## src/swc_pkg.sv

```systemverilog
// constants and types of the sleep and wake-up controller
// Functional notes
// - sleep is entered only on the core's sleep instruction
// - watchdog cleared on sleep entry, keeps counting if enabled in sleep
// - sleep entry clears power-down flag and sets time-out flag
// - core clock is stopped while asleep
// - low-frequency internal oscillator keeps running in sleep
// - timer1 oscillator keeps running in sleep
// - converter on its rc clock and sensing oscillator keep running
// - i/o ports hold their pre-sleep state during sleep
// - sleep does not change reset sources other than the watchdog
// - wake on reset pin, brown-out, power-on, watchdog or enabled interrupts
// - reset wakes reset the device; watchdog and interrupt wakes resume
// - instruction after sleep is prefetched while sleep executes
// - interrupt wakes only if individually enabled, regardless of global enable
// - global enable off resumes in line; on runs next then calls handler
// - with global enable on, an interrupt wake vectors to the fixed handler address
// - watchdog cleared on every wake from sleep
// - pending enabled interrupt makes sleep a no-op, flags untouched
// - interrupt during sleep completes sleep, wakes at once, flags updated
// - crystal modes wait 1024 oscillator periods on wake, others skip
// - device held in reset until regulator capacitor is charged
// - two-bit field picks cap pin among three port pins, 11 none
// - watchdog time-out in sleep wakes without reset, flags updated
// - peripheral interrupts act only when peripheral enable is set
`default_nettype none
package swc_pkg;
    localparam int STARTUP_PERIODS = 1024;
    localparam logic [13:0] HANDLER_ADDR = 14'h0004;
    localparam logic [1:0] REG_INTCTL = 2'h0;
    localparam logic [1:0] REG_STATUS = 2'h1;
    localparam logic [1:0] REG_WDCTL = 2'h2;
    localparam logic [1:0] REG_CAPSEL = 2'h3;
    localparam int INT_GLOBAL_EN = 7;
    localparam int INT_PERIPH_EN = 6;
    localparam int STS_TIMEOUT = 4;
    localparam int STS_POWERDOWN = 3;
    localparam int WDC_EN = 0;
    localparam logic [7:0] INTCTL_RESET = 8'h00;
    localparam logic [7:0] WDCTL_RESET = 8'h16;
    localparam logic [1:0] CAP_PIN_ZERO = 2'h0;
    localparam logic [1:0] CAP_PIN_FIVE = 2'h1;
    localparam logic [1:0] CAP_PIN_SIX = 2'h2;
    localparam logic [1:0] CAP_NONE = 2'h3;
    localparam logic [1:0] WDMODE_OFF = 2'h0;
    localparam logic [1:0] WDMODE_SOFT = 2'h1;
    localparam logic [1:0] WDMODE_NOSLEEP = 2'h2;
    typedef enum logic [1:0] {
        SWC_CHARGE = 2'h0,
        SWC_RUN = 2'h1,
        SWC_SLEEP = 2'h3,
        SWC_STARTWAIT = 2'h2
    } swc_state_type;
endpackage
`default_nettype wire
```

## src/sleep_wakeup_control.sv

```systemverilog
// sleep entry, wake-up and regulator-charge reset control
//
// The register offsets and the plain strobed port were left to the implementer.
`default_nettype none
module sleep_wakeup_control
    import swc_pkg::*;
#(
    parameter int STARTUP_COUNT = swc_pkg::STARTUP_PERIODS
) (
    input wire logic clock,
    input wire logic rst_n,
    input wire logic clockEnable,
    input wire logic [1:0] regAddr,
    input wire logic [7:0] regWriteData,
    input wire logic regWrite,
    input wire logic regRead,
    output logic [7:0] regReadData,
    input wire logic sleepInstr,
    input wire logic watchdogClearInstr,
    input wire logic [13:0] programCounter,
    input wire logic [7:0] periphIrqFlags,
    input wire logic [7:0] periphIrqEnables,
    input wire logic [2:0] coreIrqFlags,
    input wire logic [2:0] coreIrqEnables,
    input wire logic externalResetPin,
    input wire logic externalResetEnable,
    input wire logic brownoutReset,
    input wire logic brownoutEnable,
    input wire logic powerOnReset,
    input wire logic watchdogTimeout,
    input wire logic [1:0] watchdogMode,
    input wire logic crystalMode,
    input wire logic oscTick,
    input wire logic capCharged,
    input wire logic [1:0] regCapPinSelect,
    output logic deviceReset,
    output logic coreClockGate,
    output logic watchdogClear,
    output logic watchdogRunInSleep,
    output logic lowFreqOscRun,
    output logic timer1OscRun,
    output logic converterRcRun,
    output logic sensingOscRun,
    output logic ioHold,
    output logic resumeStrobe,
    output logic vectorStrobe,
    output logic [13:0] fetchAddr,
    output logic [2:0] capPinEnable
);
    import swc_pkg::*;

    // ==========================================
    // pin synchronisers
    logic [2:0] pinSync [5];
    logic [4:0] pinLevel;
    logic [4:0] pinRaw;
    assign pinRaw = {capCharged, watchdogTimeout, powerOnReset,
                     brownoutReset, externalResetPin};
    always_ff @(posedge clock)
    begin
        if (!rst_n)
        begin
            for (int i = 0; i < 5; i++)
                pinSync[i] <= 3'h0;
            pinLevel <= 5'h00;
        end
        else if (clockEnable)
        begin
            for (int i = 0; i < 5; i++)
            begin
                pinSync[i] <= {pinSync[i][1:0], pinRaw[i]};
                if (pinSync[i][1] == pinSync[i][2])
                    pinLevel[i] <= pinSync[i][2];
            end
        end
    end
    logic extResetIn, brownoutIn, porIn, watchdogIn, capIn;
    assign extResetIn = pinLevel[0];
    assign brownoutIn = pinLevel[1];
    assign porIn = pinLevel[2];
    assign watchdogIn = pinLevel[3];
    assign capIn = pinLevel[4];

    // ==========================================
    // registers
    logic [7:0] intControl;
    logic [7:0] wdControl;
    logic timeOutFlag;
    logic powerDownFlag;
    swc_state_type state;
    swc_state_type next_state;

    function automatic logic anyEnabled(input logic [7:0] pf,
                                        input logic [7:0] pe,
                                        input logic [2:0] cf,
                                        input logic [2:0] ce,
                                        input logic peripheral_irq_enable);
        anyEnabled = (|(cf & ce)) || (peripheral_irq_enable && |(pf & pe));
    endfunction

    logic irqPending;
    assign irqPending = anyEnabled(periphIrqFlags, periphIrqEnables,
                                   coreIrqFlags, coreIrqEnables,
                                   intControl[INT_PERIPH_EN]);

    logic resetWake;
    assign resetWake = (extResetIn && externalResetEnable) ||
                       (brownoutIn && brownoutEnable) || porIn;

    logic watchdogActiveSleep;
    always_comb
    begin
        case (watchdogMode)
            WDMODE_OFF: watchdogActiveSleep = 1'b0;
            WDMODE_SOFT: watchdogActiveSleep = wdControl[WDC_EN];
            WDMODE_NOSLEEP: watchdogActiveSleep = 1'b0;
            default: watchdogActiveSleep = 1'b1;
        endcase
    end

    logic sleepTaken;
    logic sleepNop;
    assign sleepTaken = (state == SWC_RUN) && sleepInstr && !irqPending;
    assign sleepNop = (state == SWC_RUN) && sleepInstr && irqPending;

    logic wakeEvent;
    assign wakeEvent = (state == SWC_SLEEP) &&
                       (irqPending || (watchdogIn && watchdogActiveSleep));

    logic startupDone;
    swc_startup_counter #(
        .PERIODS(STARTUP_COUNT)
    ) startupCounter (
        .clock(clock),
        .rst_n(rst_n),
        .enable(clockEnable),
        .start(wakeEvent && crystalMode),
        .oscTick(oscTick),
        .done(startupDone)
    );

    // ==========================================
    // state machine
    always_comb
    begin
        next_state = state;
        case (state)
            SWC_CHARGE: if (capIn || regCapPinSelect == CAP_NONE)
                next_state = SWC_RUN;
            SWC_RUN: if (sleepTaken)
                next_state = SWC_SLEEP;
            SWC_SLEEP: if (wakeEvent)
                next_state = crystalMode ? SWC_STARTWAIT : SWC_RUN;
            SWC_STARTWAIT: if (startupDone)
                next_state = SWC_RUN;
            default: next_state = SWC_CHARGE;
        endcase
        if (resetWake)
            next_state = SWC_CHARGE;
    end

    always_ff @(posedge clock)
    begin
        if (!rst_n)
            state <= SWC_CHARGE;
        else if (clockEnable)
            state <= next_state;
    end

    // ==========================================
    // status flags
    always_ff @(posedge clock)
    begin
        if (!rst_n)
        begin
            timeOutFlag <= 1'b1;
            powerDownFlag <= 1'b1;
        end
        else if (clockEnable)
        begin
            if (sleepTaken)
            begin
                timeOutFlag <= 1'b1;
                powerDownFlag <= 1'b0;
            end
            else if (wakeEvent && watchdogIn && !irqPending)
                timeOutFlag <= 1'b0;
            else if (state == SWC_RUN && watchdogClearInstr)
            begin
                timeOutFlag <= 1'b1;
                powerDownFlag <= 1'b1;
            end
        end
    end

    // ==========================================
    // register port
    always_ff @(posedge clock)
    begin
        if (!rst_n)
        begin
            intControl <= INTCTL_RESET;
            wdControl <= WDCTL_RESET;
        end
        else if (clockEnable && regWrite)
        begin
            if (regAddr == REG_INTCTL)
                intControl <= regWriteData;
            else if (regAddr == REG_WDCTL)
                wdControl <= {2'h0, regWriteData[5:0]};
        end
    end

    always_ff @(posedge clock)
    begin
        if (!rst_n)
            regReadData <= 8'h00;
        else if (clockEnable)
        begin
            if (!regRead)
                regReadData <= 8'h00;
            else if (regAddr == REG_INTCTL)
                regReadData <= intControl;
            else if (regAddr == REG_STATUS)
                regReadData <= {3'h0, timeOutFlag, powerDownFlag, 3'h0};
            else if (regAddr == REG_WDCTL)
                regReadData <= wdControl;
            else
                regReadData <= {6'h00, regCapPinSelect};
        end
    end

    // ==========================================
    // outputs
    always_ff @(posedge clock)
    begin
        if (!rst_n)
        begin
            deviceReset <= 1'b1;
            coreClockGate <= 1'b0;
            watchdogClear <= 1'b1;
            ioHold <= 1'b0;
            watchdogRunInSleep <= 1'b0;
        end
        else if (clockEnable)
        begin
            deviceReset <= (next_state == SWC_CHARGE);
            coreClockGate <= (next_state == SWC_SLEEP) ||
                             (next_state == SWC_STARTWAIT);
            watchdogClear <= sleepTaken || wakeEvent ||
                             (next_state == SWC_STARTWAIT) ||
                             (next_state == SWC_CHARGE) ||
                             (state == SWC_RUN && watchdogClearInstr);
            ioHold <= (next_state == SWC_SLEEP) ||
                      (next_state == SWC_STARTWAIT);
            watchdogRunInSleep <= watchdogActiveSleep;
        end
    end

    always_ff @(posedge clock)
    begin
        if (!rst_n)
        begin
            lowFreqOscRun <= 1'b0;
            timer1OscRun <= 1'b0;
            converterRcRun <= 1'b0;
            sensingOscRun <= 1'b0;
        end
        else if (clockEnable)
        begin
            lowFreqOscRun <= 1'b1;
            timer1OscRun <= 1'b1;
            converterRcRun <= 1'b1;
            sensingOscRun <= 1'b1;
        end
    end

    logic vectorPending;
    always_ff @(posedge clock)
    begin
        if (!rst_n)
        begin
            fetchAddr <= 14'h0000;
            resumeStrobe <= 1'b0;
            vectorStrobe <= 1'b0;
            vectorPending <= 1'b0;
        end
        else if (clockEnable)
        begin
            resumeStrobe <= 1'b0;
            vectorStrobe <= 1'b0;
            if (sleepInstr && state == SWC_RUN)
                fetchAddr <= programCounter + 14'h0001;
            if (state != SWC_RUN && next_state == SWC_RUN &&
                state != SWC_CHARGE)
            begin
                resumeStrobe <= 1'b1;
                vectorPending <= intControl[INT_GLOBAL_EN] && irqPending;
            end
            else if (vectorPending)
            begin
                vectorPending <= 1'b0;
                vectorStrobe <= 1'b1;
                fetchAddr <= HANDLER_ADDR;
            end
        end
    end

    always_ff @(posedge clock)
    begin
        if (!rst_n)
            capPinEnable <= 3'h0;
        else if (clockEnable)
        begin
            if (regCapPinSelect == CAP_PIN_ZERO)
                capPinEnable <= 3'h1;
            else if (regCapPinSelect == CAP_PIN_FIVE)
                capPinEnable <= 3'h2;
            else if (regCapPinSelect == CAP_PIN_SIX)
                capPinEnable <= 3'h4;
            else
                capPinEnable <= 3'h0;
        end
    end
endmodule
`default_nettype wire

```

## src/swc_ost_counter.sv

```systemverilog
// oscillator start-up timer counting oscillator periods
`default_nettype none
module swc_startup_counter #(
    parameter int PERIODS = 1024
) (
    input wire logic clock,
    input wire logic rst_n,
    input wire logic enable,
    input wire logic start,
    input wire logic oscTick,
    output logic done
);
    logic [10:0] count;
    logic running;
    always_ff @(posedge clock)
    begin
        if (!rst_n)
        begin
            count <= 11'h000;
            running <= 1'b0;
            done <= 1'b0;
        end
        else if (enable)
        begin
            done <= 1'b0;
            if (start)
            begin
                count <= 11'h000;
                running <= 1'b1;
            end
            else if (running && oscTick)
            begin
                if (count == 11'(PERIODS - 1))
                begin
                    running <= 1'b0;
                    done <= 1'b1;
                end
                else
                begin
                    count <= count + 11'h001;
                end
            end
        end
    end
endmodule
`default_nettype wire

```

## config.mk

```make
export PLATFORM = sky130hd
export DESIGN_NAME = sleep_wakeup_control
export DESIGN_NICKNAME = d
export VERILOG_FILES = /design/src/swc_pkg.sv /design/src/sleep_wakeup_control.sv /design/src/swc_ost_counter.sv
export SDC_FILE = /design/constraint.sdc
export NUM_CORES = 1
export LEC_CHECK = 0
export ABC_CLOCK_PERIOD_IN_PS = 3300
export CAP_MARGIN = 20
export CORE_MARGIN = 1.5
export CORE_UTILIZATION = 40
export CTS_CLUSTER_SIZE = 14
export DETAILED_ROUTE_END_ITERATION = 10
export DONT_BUFFER_PORTS = 1
export GPL_TIMING_DRIVEN = 0
export RECOVER_POWER = 100
export SLEW_MARGIN = 20
export SYNTH_ARGS = -nofsm -noshare
export SYNTH_HDL_FRONTEND = slang
export SYNTH_HIERARCHICAL = 1
export SYNTH_SLANG_ARGS = --single-unit
```

## constraint.sdc

```tcl
create_clock -name clock -period 3.3 [get_ports clock]
set_input_delay 0.33 -clock clock [delete_from_list [all_inputs] [get_ports clock]]
set_output_delay 0.33 -clock clock [all_outputs]
set_load 0.03 [all_outputs]
```

==> flow_metrics.py <==
metrics = {
    "sta": {
        "whs_ps": 53.7,
        "slew_headroom": 0.499,
        "fmax_mhz": 382,
        "tightestPinTransition_ps": 751,
        "finalHoldViolations": 0,
        "drv_slew": 0,
        "period_share": 0.794,
        "finalSetupTns_ps": 0,
        "rsz0062_at_grt": "false",
        "min_period_ps": 2620,
        "skew_ps": 13.5,
        "setup_violations": 0,
    },
    "logic_synthesis": {
        "synth_top_cell_area_share": 0.349,
        "synth_cells": 412,
        "ys_types": 65,
        "synth.yosys.seq_area_share": 0.463,
        "syn_area_um2": 3960,
        "yosysWarnings": 6,
        "syn_avg_cell_area_um2": 9.60,
        "synth_ff_type": "dfxtp_1",
        "synth_area_leaders": "dfxtp_1, edfxtp_1, mux2i_1, nand2_1, o21ai_0",
        "synth_seq_cells": 84,
        "async_flop_share": 0,
        "synthesis.nets": 480,
        "synth_edf_count": 15,
        "synth_area_leader_cell": "dfxtp_1",
    },
    "power": {
        "ir_drop_v": 0.000298,
        "p_total_mw": 2.17,
        "power_density_nw_per_um2": 504,
        "leakagePower_nw": 1.65,
    },
    "die": {
        "dieArea_um2": 10500,
        "chipHeight_um": 102,
        "fp-row-count": 36,
        "start_util": 0.408,
        "fp.coreArea_um2": 9680,
        "chipWidth_um": 102,
        "num_io_pins": 102,
    },
    "critical_path": {
        "crit_arrival_ps": 2880,
        "crit_path_start_kind": "register",
        "worstPathRequired_ps": 3560,
        "path_max_fanout": 8,
        "end_kind": "register",
        "crit_type": "register to register",
    },
    "place": {
        "place.gp.congestion": 0.830,
        "placed_cell_area_um2": 4120,
        "numPortBuffers": 0,
        "dp.cells": 545,
        "hpwl_mm": 6.89,
    },
    "clocking": {
        "cts-resized-gates": 0,
        "clkSinkCount": 84,
        "worstSkewPairLatency_ps": 370,
        "cts_htree_levels": 3,
        "clockBufferDepth": 2,
        "cts-root-buf": "clkbuf_8",
        "cts_hold_buffers": 0,
        "clk_transition_reported_paths_ps": 90,
        "cts_made_buffers": 9,
        "tritoncts": "done",
        "cts_setup_buffers": 0,
    },
    "final_layout": {
        "stdcell_area_um2": 4310,
        "instances_no_fill": 561,
        "fin_nets": 491,
        "ff_latch_area_um2": 1830,
        "multi_input_area_um2": 1920,
        "final_cell_mix": "dfxtp_1, nand2_1, clkbuf_1, nor2_1, o21ai_0",
        "num_antenna_cells": 0,
        "final_common_cell": "dfxtp_1",
        "drive_above_1_share": 0.0748,
        "syn2layout_area_growth_pct": 9.08,
        "fill_cells": 930,
    },
    "route": {
        "wl_per_cell_um": 16.7,
        "drt_wl_total_mm": 9.37,
        "drtAntennaViolNets": 0,
        "drcViolationCount": 0,
        "viasPerCell": 5.52,
        "vias": 3097,
        "drt_iter0_drc": 119,
        "first_pass_iters": 4,
    },
    "global_route": {
        "grt_pass1_vias": 2913,
        "grt_overflow": 0,
        "antenna_found_initial": 0,
        "track_usage": 0.187,
        "grt_max_degree": 19,
        "grt_pass1_wl_mm": 14.7,
    },
    "flow_run": {
        "maxCapViolCount": 0,
    },
    "worst_hold_path": {
        "hold_path.class": "input port to register",
    },
    "run_status": {
        "status": "finished, final reports clean",
    },
}
layout make-up:
class,instances,share of cell area
clock inverters,5,0.0249
inverters,8,0.00696
flip-flops and latches,84,0.425
multi-input cells,292,0.445
plain buffers,28,0.0296
clock buffers,11,0.0305
well taps,133,0.0386
power by group:
group | total (mW) | switching (mW) | internal [mW]
Clock | 0.895 | 0.386 | 0.509
Combinational | 0.153 | 0.0878 | 0.0655
Sequential | 1.12 | 0.0445 | 1.08
Total | 2.17 | 0.518 | 1.65
per-stage QoR:
stage / setup WS [ps] / util
6_report: 680 / 0.445
5_1_grt: 398 / 0.445
4_1_cts: 711 / 0.450
3_5_place_dp: 555 / 0.426
3_3_place_gp: 602 / 0.426
2_1_floorplan: 956 / -
flip-flops by register name, indices dropped and copies added (netlist names), 2 cells and up:
name / flops
pinLevel: 5
pinSync: 15
regReadData: 8
capPinEnable: 3
fetchAddr: 14
wdControl: 6
startupCounter/count: 11
intControl: 8
state: 2
Yosys cell counts, types with 2 or more instances:
cell type  count
and2_1         5
nand3_1       16
nor2b_1       17
nand2_1       45
a21boi_0       9
a22oi_1        4
a211oi_1       2
xor2_1         9
dfxtp_1       69
ha_1           2
o21ai_0       22
nand3b_1       2
inv_1          8
o2bb2ai_1      8
nand4b_1       2
xnor2_1        3
o211ai_1       5
a22o_1         7
a21oi_1        7
nand2b_1       2
buf_4          6
o31ai_1        3
o21a_1         2
nor3_1         5
a21o_1         6
nand4_1        7
and3_1        16
mux2i_1       20
edfxtp_1      15
a221o_1        3
a21boi_1       2
or4_1          3
nor2_1        23
a32o_2         5
buf_6          4
a22o_2         3
clkbuf_1      17
worst max-delay path, cell delays in order (launching register included):
cell and delay [ps]:
dfxtp_1 380, inv_1 80, a41oi_2 240, nand2b_1 220
a31o_1 190, and2_0 250, nor2_1 70, and4b_1 190
buf_6 130, or2_0 190, clkbuf_1 190, a311o_1 380
routing by layer:
layer / GRT usage / up-vias / wire length, um
met5: 0 / - / 0
met4: 0.0790 / 0 / 174
met3: 0.0609 / 15 / 738
met2: 0.291 / 116 / 4280
met1: 0.239 / 1439 / 4180
li1: - / 1527 / -
kinds of logic (layout without fill, tap and decap cells):
logic type	count (synthesis)	count (layout)	share of synthesized area
buf+inv	36	52	0.0478
compound gates	102	102	0.197
mux	21	21	0.0535
simple gates	155	155	0.206
fa+ha+maj	2	2	0.00633
xor+xnor	12	12	0.0266
flops	84	84	0.463
final timing paths:
kind	start	endpoint	slack (ps)	depth (start not counted)
worst min-delay path	programCounter[0]	fetchAddr[0]$_SDFFE_PN0P_	50	1
worst max-delay path	intControl[6]$_SDFFE_PN0P_	startupCounter/count[2]$_SDFFE_PN0P_	680	11
worst min register to register	startupCounter/count[10]$_SDFFE_PN0P_	startupCounter/count[10]$_SDFFE_PN0P_	480	2
worst max register to register	intControl[6]$_SDFFE_PN0P_	startupCounter/count[2]$_SDFFE_PN0P_	680	11
(Power assumes the default switching activity.)
